===== config.mk =====
export PLATFORM = sky130hd
export DESIGN_NAME = vector_priority_and_reset_map
export DESIGN_NICKNAME = d
export VERILOG_FILES = /design/src/verilog/vpr_pkg.sv /design/src/verilog/irq_bus_if.sv /design/src/verilog/irq_source_gate.sv /design/src/verilog/irq_prio_pick.sv /design/src/verilog/vector_priority_and_reset_map.sv
export VERILOG_INCLUDE_DIRS = /design/src /design/src/verilog
export SDC_FILE = /design/constraint.sdc
export NUM_CORES = 1
export LEC_CHECK = 0
export BUFFER_PORTS_ARGS = -buffer_cell sky130_fd_sc_hd__buf_2
export CORE_UTILIZATION = 41
export DETAILED_ROUTE_END_ITERATION = 7
export HOLD_SLACK_MARGIN = 0.08
export PLACE_DENSITY = 0.58
export SLEW_MARGIN = 10
export SYNTH_ARGS = -nofsm -noshare
export SYNTH_HDL_FRONTEND = slang
export SYNTH_HIERARCHICAL = 1
export SYNTH_SLANG_ARGS = --single-unit
export TNS_END_PERCENT = 20

===== constraint.sdc =====
create_clock -name CLK_I -period 4.1 [get_ports CLK_I]
set_input_delay 0.205 -clock CLK_I [delete_from_list [all_inputs] [get_ports CLK_I]]
set_output_delay 0.205 -clock CLK_I [all_outputs]
set_load 0.1 [all_outputs]

===== src/verilog/vpr_cfg.svh =====
`ifndef VPR_CFG_SVH
`define VPR_CFG_SVH

// ****************************************
// Register offsets
// ****************************************
`define VPR_ADDR_ELEV     8'h00
`define VPR_ADDR_WDOG     8'h01
`define VPR_ADDR_FLAGS    8'h02
`define VPR_ADDR_STATUS   8'h03
`define VPR_ADDR_VECLO    8'h04
`define VPR_ADDR_EN_BASE  5'h01

// ****************************************
// Reset values
// ****************************************
`define VPR_RST_ELEV      8'hF2
`define VPR_RST_WDOG      8'h80
`define VPR_RST_FLAGS     5'h00
`define VPR_RST_EN        64'h0000_0000_0000_0000

// ****************************************
// Field positions
// ****************************************
`define VPR_WDOG_CLKMON_EN  7
`define VPR_WDOG_CLKMON_FRC 6
`define VPR_WDOG_RATE_HI  2
`define VPR_FLAG_POR      0
`define VPR_FLAG_EXT      1
`define VPR_FLAG_LVR      2
`define VPR_FLAG_CLKMON   3
`define VPR_FLAG_WDOG     4
`define VPR_SYNC_POR      0
`define VPR_SYNC_EXT      1
`define VPR_SYNC_LVR      2
`define VPR_SYNC_NMI      3

// ****************************************
// Vector addresses
// ****************************************
`define VPR_VEC_POWER     16'hFFFE
`define VPR_VEC_CLKMON    16'hFFFC
`define VPR_VEC_WDOG      16'hFFFA
`define VPR_VEC_TRAP      16'hFFF8
`define VPR_VEC_SWI       16'hFFF6
`define VPR_VEC_NMI       16'hFFF4
`define VPR_VEC_MASK_TOP  16'hFFF2
`define VPR_ELEV_TOP      8'hF2
`define VPR_MASK_COUNT    58
`define VPR_MASK_IMPL     58'h014_0003_E0C5_7FF3

`endif


===== src/verilog/vpr_pkg.sv =====
package vpr_pkg;

	typedef enum logic [2:0] {
		KIND_NONE,
		KIND_RESET,
		KIND_CLKMON,
		KIND_WDOG,
		KIND_TRAP,
		KIND_SWI,
		KIND_NMI,
		KIND_MASK
	} vec_kind_e;

	typedef struct packed {
		logic [3:0]  sync1;
		logic [3:0]  sync2;
		logic [7:0]  elev;
		logic [7:0]  wdog_ctl;
		logic [4:0]  flags;
		logic [63:0] en;
		logic [7:0]  rdata;
		logic [15:0] vec;
		logic        valid;
		logic        rst_req;
		vec_kind_e   kind;
	} vpr_state_s;

endpackage : vpr_pkg


===== src/verilog/irq_bus_if.sv =====
interface irq_bus_if #(
	parameter int N = 58
);
	logic [N-1:0] pend;
	logic [N-1:0] en;
	logic         i_bit;
	logic [N-1:0] elig;
	logic [7:0]   elev_val;
	logic         hit;
	logic [5:0]   idx;

	modport gate (input pend, input en, input i_bit, output elig);
	modport pick (input elig, input elev_val, output hit, output idx);
	modport ctrl (output pend, output en, output i_bit, output elev_val, input hit, input idx, input elig);
endinterface : irq_bus_if


===== src/verilog/irq_source_gate.sv =====
`include "vpr_cfg.svh"

module irq_source_gate #(
	parameter int         N    = `VPR_MASK_COUNT,
	parameter logic [N-1:0] IMPL = `VPR_MASK_IMPL
) (
	irq_bus_if.gate bus
);
	// ****************************************
	// Per-source masking
	// ****************************************
	genvar k;
	generate
		for (k = 0; k < N; k++) begin : g_src
			// Reserved slots are hard zero whatever the request lines do
			assign bus.elig[k] = IMPL[k] & bus.pend[k] & bus.en[k] & ~bus.i_bit;
		end
	endgenerate
endmodule : irq_source_gate


===== src/verilog/irq_prio_pick.sv =====
`include "vpr_cfg.svh"

module irq_prio_pick #(
	parameter int N = `VPR_MASK_COUNT
) (
	irq_bus_if.pick bus
);
	logic [7:0] diff;
	logic [5:0] eidx;
	logic       eok;

	// ****************************************
	// Elevation decode
	// ****************************************
	always_comb begin
		diff = `VPR_ELEV_TOP - bus.elev_val;
		eidx = diff[6:1];
		eok  = (bus.elev_val[0] == 1'b0) && (bus.elev_val <= `VPR_ELEV_TOP) && (int'(diff[7:1]) < N);
	end

	// ****************************************
	// Winner selection
	// ****************************************
	always_comb begin
		bus.hit = 1'b0;
		bus.idx = 6'h00;
		// Lower index is the higher vector, so scan down and let the last win
		for (int i = N - 1; i >= 0; i--) begin
			if (bus.elig[i]) begin
				bus.hit = 1'b1;
				bus.idx = 6'(i);
			end
		end
		// Elevated source beats every other maskable one
		if (eok && bus.elig[eidx]) begin
			bus.hit = 1'b1;
			bus.idx = eidx;
		end
	end
endmodule : irq_prio_pick


===== src/verilog/vector_priority_and_reset_map.sv =====
// The implementer's own choices: the placing of the registers and strobed register access.
`include "vpr_cfg.svh"

module vector_priority_and_reset_map
	import vpr_pkg::*;
#(
	parameter int N = `VPR_MASK_COUNT
) (
	// Clock and reset
	input  wire logic         CLK_I,
	input  wire logic         RST_I,
	// Reset sources
	input  wire logic         POR_I,
	input  wire logic         RESET_PIN_N_I,
	input  wire logic         LVR_I,
	input  wire logic         CLKMON_FAIL_I,
	input  wire logic         WDOG_FAIL_I,
	// Exception sources
	input  wire logic         TRAP_I,
	input  wire logic         SWI_I,
	input  wire logic         NMI_PIN_N_I,
	input  wire logic [N-1:0] IRQ_REQ_I,
	// Core condition-code masks
	input  wire logic         I_BIT_I,
	input  wire logic         X_BIT_I,
	// Register port
	input  wire logic [7:0]   ADDR_I,
	input  wire logic [7:0]   WDATA_I,
	input  wire logic         WR_I,
	input  wire logic         RD_I,
	output logic      [7:0]   RDATA_O,
	// Vector to the core
	output logic      [15:0]  VEC_ADDR_O,
	output logic              VEC_VALID_O,
	output logic              SYS_RESET_O,
	output logic      [2:0]   VEC_KIND_O
);

	// ****************************************
	// Parameter check
	// ****************************************
	// The winner index is six bits and the enable bank 64 bits wide,
	// so more slots would need wider registers, not just a new parameter
	generate
		if (N < 1 || N > 64) begin : g_bad_n
			$error("N must lie between 1 and 64");
		end
	endgenerate

	// ****************************************
	// State
	// ****************************************
	vpr_state_s st_r;
	vpr_state_s st_nxt;

	irq_bus_if #(.N(N)) bus ();

	// Reserved slots are fixed at build time so no register write can bring one to life
	irq_source_gate #(
		.N    (N),
		.IMPL (N'(`VPR_MASK_IMPL))
	) u_gate (
		.bus (bus.gate)
	);

	irq_prio_pick #(
		.N (N)
	) u_pick (
		.bus (bus.pick)
	);

	// ****************************************
	// Register address decode
	// ****************************************
	logic       sel_flags;
	logic       sel_en;
	logic [2:0] en_byte;

	always_comb begin
		sel_flags = (ADDR_I == `VPR_ADDR_FLAGS);
		sel_en    = (ADDR_I[7:3] == `VPR_ADDR_EN_BASE);
		// The low address bits pick one byte of the enable bank
		en_byte   = ADDR_I[2:0];
	end

	// ****************************************
	// Source qualification
	// ****************************************
	logic       por_s;
	logic       ext_s;
	logic       lvr_s;
	logic       nmi_s;
	logic       power_rst;
	logic       clkmon_rst;
	logic       wdog_rst;
	logic       any_rst;
	logic       nmi_req;
	logic [4:0] flag_set;
	logic [4:0] flag_clr;

	always_comb begin
		por_s = st_r.sync2[`VPR_SYNC_POR];
		ext_s = st_r.sync2[`VPR_SYNC_EXT];
		lvr_s = st_r.sync2[`VPR_SYNC_LVR];
		nmi_s = st_r.sync2[`VPR_SYNC_NMI];
		// Levels: power group one, clock monitor two, watchdog three
		power_rst  = por_s | ext_s | lvr_s;
		// Condition-code bits play no part here
		clkmon_rst = CLKMON_FAIL_I & (st_r.wdog_ctl[`VPR_WDOG_CLKMON_EN] | st_r.wdog_ctl[`VPR_WDOG_CLKMON_FRC]);
		// A zero rate means the watchdog is off
		wdog_rst   = WDOG_FAIL_I & (|st_r.wdog_ctl[`VPR_WDOG_RATE_HI:0]);
		any_rst    = power_rst | clkmon_rst | wdog_rst;
		// The pin request waits for the X bit alone; the I bit never holds it back
		nmi_req    = nmi_s & ~X_BIT_I;
		flag_set   = 5'h00;
		flag_set[`VPR_FLAG_POR]    = por_s;
		flag_set[`VPR_FLAG_EXT]    = ext_s;
		flag_set[`VPR_FLAG_LVR]    = lvr_s;
		flag_set[`VPR_FLAG_CLKMON] = clkmon_rst;
		flag_set[`VPR_FLAG_WDOG]   = wdog_rst;
		// Write one to clear; a bit being set in the same cycle survives
		flag_clr = (WR_I && sel_flags) ? WDATA_I[4:0] : 5'h00;
	end

	// ****************************************
	// Interface drive
	// ****************************************
	// The gate sees the live I bit, so masking takes effect on the next edge
	always_comb begin
		bus.pend     = IRQ_REQ_I;
		bus.en       = st_r.en[N-1:0];
		bus.i_bit    = I_BIT_I;
		bus.elev_val = st_r.elev;
	end

	// ****************************************
	// Next state
	// ****************************************
	always_comb begin
		st_nxt = st_r;

		// Pins and analog sources cross into the clock domain here
		// Only the second stage feeds logic; the first may still be settling
		st_nxt.sync1[`VPR_SYNC_POR] = POR_I;
		st_nxt.sync1[`VPR_SYNC_EXT] = ~RESET_PIN_N_I;
		st_nxt.sync1[`VPR_SYNC_LVR] = LVR_I;
		st_nxt.sync1[`VPR_SYNC_NMI] = ~NMI_PIN_N_I;
		st_nxt.sync2 = st_r.sync1;

		// Flags survive a source-triggered reset (only RST_I or a write of one clears them) so software can tell the sources apart; set beats clear
		st_nxt.flags = (st_r.flags & ~flag_clr) | flag_set;

		// ****************************************
		// Register writes
		// ****************************************
		if (WR_I) begin
			case (ADDR_I)
				`VPR_ADDR_ELEV: begin
					// Stored as written; the picker ignores a value it cannot map
					st_nxt.elev = WDATA_I;
				end
				`VPR_ADDR_WDOG: begin
					// A zero rate field switches the watchdog reset off
					st_nxt.wdog_ctl = WDATA_I;
				end
				default: begin
					if (sel_en) begin
						st_nxt.en[{en_byte, 3'b000} +: 8] = WDATA_I;
					end
				end
			endcase
		end

		// ****************************************
		// Read data
		// ****************************************
		// Read data stand for one cycle only; idle zero keeps a stale value from passing as fresh
		st_nxt.rdata = 8'h00;
		if (RD_I) begin
			case (ADDR_I)
				`VPR_ADDR_ELEV: begin
					st_nxt.rdata = st_r.elev;
				end
				`VPR_ADDR_WDOG: begin
					st_nxt.rdata = st_r.wdog_ctl;
				end
				`VPR_ADDR_FLAGS: begin
					st_nxt.rdata = {3'b000, st_r.flags};
				end
				`VPR_ADDR_STATUS: begin
					// Lets software poll the pending vector without a core fetch
					st_nxt.rdata = {st_r.valid, st_r.rst_req, 3'b000, st_r.kind};
				end
				`VPR_ADDR_VECLO: begin
					st_nxt.rdata = st_r.vec[7:0];
				end
				default: begin
					if (sel_en) begin
						st_nxt.rdata = st_r.en[{en_byte, 3'b000} +: 8];
					end
				end
			endcase
		end

		// ****************************************
		// Vector selection, highest first
		// ****************************************
		// Every vector is even; the core fetches the high byte there and the low byte one above
		// Trap, software interrupt and the pin request are never elevated
		st_nxt.rst_req = any_rst;
		st_nxt.valid   = 1'b1;
		if (power_rst) begin
			st_nxt.vec  = `VPR_VEC_POWER;
			st_nxt.kind = KIND_RESET;
		end else if (clkmon_rst) begin
			st_nxt.vec  = `VPR_VEC_CLKMON;
			st_nxt.kind = KIND_CLKMON;
		end else if (wdog_rst) begin
			st_nxt.vec  = `VPR_VEC_WDOG;
			st_nxt.kind = KIND_WDOG;
		end else if (TRAP_I) begin
			st_nxt.vec  = `VPR_VEC_TRAP;
			st_nxt.kind = KIND_TRAP;
		end else if (SWI_I) begin
			st_nxt.vec  = `VPR_VEC_SWI;
			st_nxt.kind = KIND_SWI;
		end else if (nmi_req) begin
			st_nxt.vec  = `VPR_VEC_NMI;
			st_nxt.kind = KIND_NMI;
		end else if (bus.hit) begin
			st_nxt.vec  = `VPR_VEC_MASK_TOP - {9'h000, bus.idx, 1'b0};
			st_nxt.kind = KIND_MASK;
		end else begin
			st_nxt.vec   = 16'h0000;
			st_nxt.kind  = KIND_NONE;
			st_nxt.valid = 1'b0;
		end

		// ****************************************
		// Start-up values
		// ****************************************
		// Any reset source puts the control registers back to start-up values.
		// There is deliberately no RAM clear path: RAM keeps its contents
		if (any_rst) begin
			st_nxt.elev     = `VPR_RST_ELEV;
			st_nxt.wdog_ctl = `VPR_RST_WDOG;
			st_nxt.en       = `VPR_RST_EN;
		end
	end

	// ****************************************
	// Registers
	// ****************************************
	// Synchronous system reset only; reset-source pins restore
	// the registers through the next-state logic instead
	always_ff @(posedge CLK_I) begin
		if (RST_I) begin
			st_r.sync1    <= 4'h0;
			st_r.sync2    <= 4'h0;
			st_r.elev     <= `VPR_RST_ELEV;
			st_r.wdog_ctl <= `VPR_RST_WDOG;
			st_r.flags    <= `VPR_RST_FLAGS;
			st_r.en       <= `VPR_RST_EN;
			st_r.rdata    <= 8'h00;
			st_r.vec      <= 16'h0000;
			st_r.valid    <= 1'b0;
			st_r.rst_req  <= 1'b0;
			st_r.kind     <= KIND_NONE;
		end else begin
			st_r <= st_nxt;
		end
	end

	// ****************************************
	// Outputs
	// ****************************************
	// Each output is a register bit with no logic behind it
	always_comb begin
		RDATA_O     = st_r.rdata;
		VEC_ADDR_O  = st_r.vec;
		VEC_VALID_O = st_r.valid;
		SYS_RESET_O = st_r.rst_req;
		VEC_KIND_O  = st_r.kind;
	end

endmodule : vector_priority_and_reset_map


=== Word level (Yosys, flattened, before mapping) ===
Index checks and enable logic that the tools add are counted.

* Add/sub/neg operators: 3
* Order comparisons: 3
* Equal/unequal tests: 5
* Shift-type cells: 3
* Muxes and demuxes: 77
* Bitwise operators: 67
* Reductions and logical operators: 15

{| class="wikitable"
|+ Operators with widths
! kind !! number
|-
| $mux W6 || 25
|-
| $mux W16 || 7
|-
| $bwmux W64 || 1
|-
| $shift A8 B8 Y64 const A || 1
|-
| $shiftx A64 B7 Y8 || 1
|-
| $shiftx A8 B8 Y64 || 1
|-
| $and A1 B1 Y1 || 51
|-
| $pmux W8 S5 || 1
|-
| $mux W1 || 34
|-
| $eq A8 B2 Y1 const B || 2
|-
| $mux W3 || 4
|-
| $sub A5 B8 Y9 const A || 1
|-
| $eq A8 B1 Y1 const B || 1
|-
| $eq A8 B3 Y1 const B || 1
|-
| $le A8 B8 Y1 const B || 1
|-
| $logic_not A8 Y1 || 1
|-
| $mux W8 || 1
|-
| $neg A6 Y8 || 1
|-
| $not A1 Y1 || 8
|-
| $reduce_or A2 Y1 || 4
|-
| $reduce_or A8 Y1 || 1
|-
| $sub A8 B8 Y8 const A || 1
|-
| $lt A6 B7 Y1 const B || 1
|-
| $lt A7 B6 Y1 const B || 1
|-
| 13 further kinds || 22
|}

* Register bits after elaboration: 122
* Input port bits: 88
* Output and inout bits: 29
* Word-level logic and storage cells: 187

=== Logic depth before layout (Yosys ltp) ===
* Depth after elaboration: 35
* Mapped depth: 17
* Mapped depth without buffers: 16

=== Hierarchy ===
The synthesis kept the hierarchy.

{| class="wikitable"
|+ Modules (own cells, without submodules)
! module !! instances !! cells each !! area an instance (sq um) !! sequential area each (sq um)
|-
| vector_priority_and_reset_map || 1 || 568 || 5383.9 || 2262.2
|-
| irq_prio_pick || 1 || 255 || 1650.3 || 0.0
|-
| irq_source_gate || 1 || 61 || 496.7 || 0.0
|}

=== Worst setup path before layout ===
OpenSTA, ideal clock, no wires.

* Path kind: flip-flop to flip-flop
* Start: register st_r (netlist bit bus.elev_val[0])
* End: register st_r (netlist bit VEC_ADDR_O[6])
* Library setup time: 142 ps
* Arrival time: 3081 ps
* Data required time: 3958 ps
* Setup slack: 877 ps
* Cell stages (with the launch flop): 14
* Clock period less this slack: 3223 ps
* Cell sequence: dfxtp_1 -> ha_1 -> xnor2_1 -> mux4_2 -> nand2_1 -> nand3_1 -> a31oi_4 -> mux2i_1 -> inv_1 -> ha_1 -> nand3b_1 -> xor2_1 -> nand2_1 -> a21oi_1

* Cells in the longest elaborated chain, start to end: 13
* Elaborated cells on any way between the ends: 19
* Classes of those cells: add/sub (2); order compare (2); mux (11); bitwise (1); reduce/logical (3)

{| class="wikitable"
|+ RTL lines
! what !! RTL line !! text
|-
| from (decl) || vector_priority_and_reset_map.sv:53 || <nowiki>vpr_state_s st_r;</nowiki>
|-
| from (signal assigned) || vector_priority_and_reset_map.sv:270 || <nowiki>st_r <= st_nxt;</nowiki>
|-
| $sub A8 B8 Y8 (no source line), or another cell as far along || n/a ||
|-
| $bmux W1 S6, or another cell as far along || irq_prio_pick.sv:35 || <nowiki>if (eok && bus.elig[eidx]) begin</nowiki>
|-
| $mux W1 (implied by the code) / $logic_and A1 B1 Y1 (equally long branches) || irq_prio_pick.sv:35, irq_prio_pick.sv:18 ||
|-
| $logic_and A1 B1 Y1 || irq_prio_pick.sv:35 ||
|-
| $mux W6 (*) || irq_prio_pick.sv:35 ||
|-
| via bus.idx[1] || irq_bus_if.sv:10 || <nowiki>logic [5:0] idx;</nowiki>
|-
| $sub A5 B8 Y9 (no source line) (*) || n/a ||
|-
| $mux W16 (*) || vector_priority_and_reset_map.sv:230 || <nowiki>end else if (bus.hit) begin</nowiki>
|-
| $mux W16 (*) || vector_priority_and_reset_map.sv:227 || <nowiki>end else if (nmi_req) begin</nowiki>
|-
| $mux W16 (*) || vector_priority_and_reset_map.sv:224 || <nowiki>end else if (SWI_I) begin</nowiki>
|-
| $mux W16 (*) || vector_priority_and_reset_map.sv:221 || <nowiki>end else if (TRAP_I) begin</nowiki>
|-
| $mux W16 (*) || vector_priority_and_reset_map.sv:218 || <nowiki>end else if (wdog_rst) begin</nowiki>
|-
| $mux W16 (*) || vector_priority_and_reset_map.sv:215 || <nowiki>end else if (clkmon_rst) begin</nowiki>
|-
| $mux W16 (*) || vector_priority_and_reset_map.sv:212 || <nowiki>if (power_rst) begin</nowiki>
|}

Mark *: on every way through the listed nets, which the timed path passes. The rest lies on a longest branch. The select of a mux whose other input is x is not followed.
A chain may end at the register's enable or synchronous reset.

=== Final worst setup path ===
* Start: register bus.en[52] (netlist name)
* End: register st_r (netlist bit VEC_ADDR_O[6])

* Cells in the longest elaborated chain, start to end: 35
* Elaborated cells on any way between the ends: 63
* Classes of those cells: add/sub (1); mux (59); bitwise (2); reduce/logical (1)

{| class="wikitable"
|+ RTL lines
! what !! RTL line !! text
|-
| $and A1 B1 Y1 (*) (2 in a row) || irq_source_gate.sv:16 || <nowiki>assign bus.elig[k] = IMPL[k] & bus.pend[k] & bus.en[k] & ~bus.i_bit;</nowiki>
|-
| via bus.elig[52] || irq_bus_if.sv:7 || <nowiki>logic [N-1:0] elig;</nowiki>
|-
| $mux W6 (24 in a row) || irq_prio_pick.sv:29 || <nowiki>if (bus.elig[i]) begin</nowiki>
|-
| $mux W6 (*) || irq_prio_pick.sv:35 ||
|-
| via bus.idx[2] || irq_bus_if.sv:10 ||
|-
| $sub A5 B8 Y9 (no source line) (*) || n/a ||
|-
| $mux W16 (*) || vector_priority_and_reset_map.sv:230 ||
|-
| $mux W16 (*) || vector_priority_and_reset_map.sv:227 ||
|-
| $mux W16 (*) || vector_priority_and_reset_map.sv:224 ||
|-
| $mux W16 (*) || vector_priority_and_reset_map.sv:221 ||
|-
| $mux W16 (*) || vector_priority_and_reset_map.sv:218 ||
|-
| $mux W16 (*) || vector_priority_and_reset_map.sv:215 ||
|-
| $mux W16 (*) || vector_priority_and_reset_map.sv:212 ||
|}

Marked as above.

==> reports/results.ini <==
[sta]
finalHoldViolCount = 0
fin_crit_sh_pct = 87.17
rsz0062_at_grt = false
tns_ns = 0
maxSlewHeadroom_pct = 46.41
setup_violations = 0
min_period_ns = 3.574
worst_pin_slew_ns = 0.8038
slew_violations = 0
fmax_mhz = 279.8
skew_ns = 0.01248

[global_routing]
grt_max_degree = 45
grt_first_pass_wirelength_mm = 34.93
grt_usage_pct = 24.68
antenna_found_initial = 0
grt_pass1_vias = 6155
grt_remaining_overflow = 0

[detailed_routing]
num_vias = 6635
avgViaCountPerCell = 5.715
drtIter0Drc = 582
wl_met1_mm = 9.929
wl_per_cell_um = 19.22
wirelength_mm = 22.32
antenna_left = 0
firstDrtPassIters = 5
top_layer_used = met4
wl_met2_mm = 10.48
drc = 0
dr_wl_met3_mm = 1.336

[hold_path]
hold_path.class = input pin to register

[critical_path]
crit_chain = and3b_1 > or4_1 > a211o_1 > a31oi_1 > o21ai_0 > a31oi_1 > and3b_1 > o21ai_0 > mux2i_1 > inv_1 > ha_1 > nand3b_1 > xor2_1 > nand2_1 > a21oi_1
critPathCaptureType = register
critPathMaxFanout = 6
required_ns = 4.44
arrival_ns = 3.92
cp_slowest_cell = or4_1
worst-setup-path-type = register to register
cp_slowest_stage_delay_ns = 0.53
start_kind = register

[cts]
cts-root-buf = clkbuf_16
clkTransAtPathRegs_ns = 0.05
htree_levels = 4
post_cts_buffers = 0
clkSinkCount = 113
clk_latency_ns = 0.42
cts_tree = built
numCtsBuffers = 17
cts_buffer_depth = 2

[floorplanning]
dieWidth_um = 137.5
die_h_um = 137.5
io_pins = 117
core_um2 = 17960
die-area_um2 = 18910
rows = 49
start_util_pct = 41.92

[yosys]
synth_edf_count = 0
yosysWarningCount = 6
synth-main-ff-cell = dfxtp_1
synth_seq_cells = 113
synthArstFlopShare_pct = 0
yosysSeqAreaShare_pct = 30.04
syn_area_per_cell_um2 = 8.519
syn_area_um2 = 7531
syn_inst = 884
synth_cell_types = 86

[power_and_ir_drop]
peakVddDrop_uv = 282.2
internal_power_mw = 2.269
p_per_area_nw_per_um2 = 368.2
clkPwrFrac_pct = 51.2
pwr-share-comb_pct = 12.1
switching_power_uw = 796.7
total_power_mw = 3.066
p_leak_nw = 3.400
swShare_pct = 25.99
p_seq_share_pct = 36.7

[cells_and_area]
nNetsFinal = 1017
fill_cells = 1817
final_common_cell = dfxtp_1
final_cell_mix = dfxtp_1, buf_2, nor2_1
drive_above_1_share_pct = 19.31
final_core_util_pct = 46.35
n_antenna_cell = 0
syn_to_final_growth_pct = 10.57

[place]
gp_congestion = 0.8939
port_buffers = 81
dpl.hpwl_mm = 16.37

[job]
drv_cap = 0

[status]
status = complete, no violations

timing repair:
action,CTS,global route
hold endpoints to repair,4,0
setup endpoints to repair,0,1
hold buffers,4,0
resized for setup,0,1
worst max-delay path: cells and delay by family (launching register included):
kind | cells | cell delay [ns]
AOI/OAI and AO/OA | 6 | 1.40
xor gates and xnor gates | 1 | 0.15
adders and majority gates | 1 | 0.16
buffers and inverters | 1 | 0.09
DFF | 1 | 0.33
muxes | 1 | 0.17
and+or+nand+nor | 5 | 1.21
sequential cells by signal, indices dropped and copies added, names as in the netlist:
name          flops
ext_s             1
RDATA_O           8
SYS_RESET_O       1
st_r             19
flag_set          2
bus.en           58
bus.elev_val      8
st_nxt            4
VEC_KIND_O        3
VEC_ADDR_O        8
nmi_s             1
per-layer routing:
layer,global-route usage [%],up-vias
met3,4.820,37
met5,0,-
li1,-,3201
met2,38.53,233
met4,8.913,0
met1,33.61,3164
logic make-up after synthesis:
| group | share of synthesized area, % |
|---|---|
| and+or+nand+nor | 24.02 |
| AOI/OAI and AO/OA | 17.64 |
| buffers and inverters | 11.93 |
| DFF | 30.04 |
| muxes | 12.94 |
| xor gates and xnor gates | 1.994 |
| adders and majority gates | 1.329 |
| other | 0.09972 |
final cells by class:
type                       instances  area [µm²]  area share, %
clock inverter                     9       156.4          1.878
timing repair buffer              97       548.0          6.582
clock buffer                      21       470.5          5.650
inverter                          27       101.3          1.217
sequential                       113        2262          27.17
multi-input combinational        665        4502          54.06
tap                              229       286.5          3.441
power groups by stage:
| stage | logic, mW | clock network (mW) | registers, mW |
|---|---|---|---|
| after floorplan | 0.301 | 0 | 1.15 |
| after global placement | 0.357 | 0 | 1.15 |
| after detailed placement | 0.357 | 0 | 1.15 |
| after CTS | 0.361 | 1.58 | 1.13 |
| after global routing | 0.399 | 1.63 | 1.13 |
| final | 0.372 | 1.57 | 1.13 |
worst paths after layout:
path	from	endpoint	slack (ns)	cells past startpoint
max	bus.en[52]$_SDFFE_PP0P_	VEC_ADDR_O[6]$_SDFF_PP0_	0.53	15
min	TRAP_I	VEC_KIND_O[2]$_SDFF_PP0_	0.13	3
max reg2reg	bus.en[52]$_SDFFE_PP0P_	VEC_ADDR_O[6]$_SDFF_PP0_	0.53	15
min reg2reg	st_nxt[117]$_SDFF_PP0_	nmi_s$_SDFF_PP0_	0.43	1
synthesized netlist by cell type (7+ instances only):
master / n / area share, %
dfxtp_1: 113 / 30
nor2_1: 80 / 4.0
nand2_1: 79 / 3.9
a21oi_1: 75 / 5.0
buf_4: 63 / 6.3
mux2i_1: 52 / 6.9
o21ai_0: 44 / 2.9
nand3_1: 39 / 2.6
inv_1: 25 / 1.2
and3b_1: 23 / 2.7
mux4_2: 18 / 5.4
buf_2: 16 / 1.1
a31oi_1: 15 / 1.2
clkbuf_1: 15 / 0.75
nand4_1: 13 / 1.1
nor3_1: 13 / 0.86
buf_6: 12 / 1.8
nor4_1: 12 / 1.0
nor2b_1: 11 / 0.91
o22ai_1: 9 / 0.75
ha_1: 8 / 1.3
a22oi_1: 7 / 0.70
and2_1: 7 / 0.58
xor2_1: 7 / 0.81
per-stage QoR:
step | hold slack [ns] | cell area (µm²) | std cells | worst slack [ns]
2_1_floorplan | 0.2717 | 7655 | 917 | 0.8766
6_report | 0.1299 | 8327 | 1161 | 0.5262
4_1_cts | 0.1216 | 8319 | 1161 | 0.2378
3_5_place_dp | 0.3591 | 7652 | 1127 | 0.2494
5_1_grt | 0.1545 | 8327 | 1161 | 0.08988
3_3_place_gp | 0.3562 | 7652 | 1127 | 0.3435
Power figures use the tool's default switching activity.
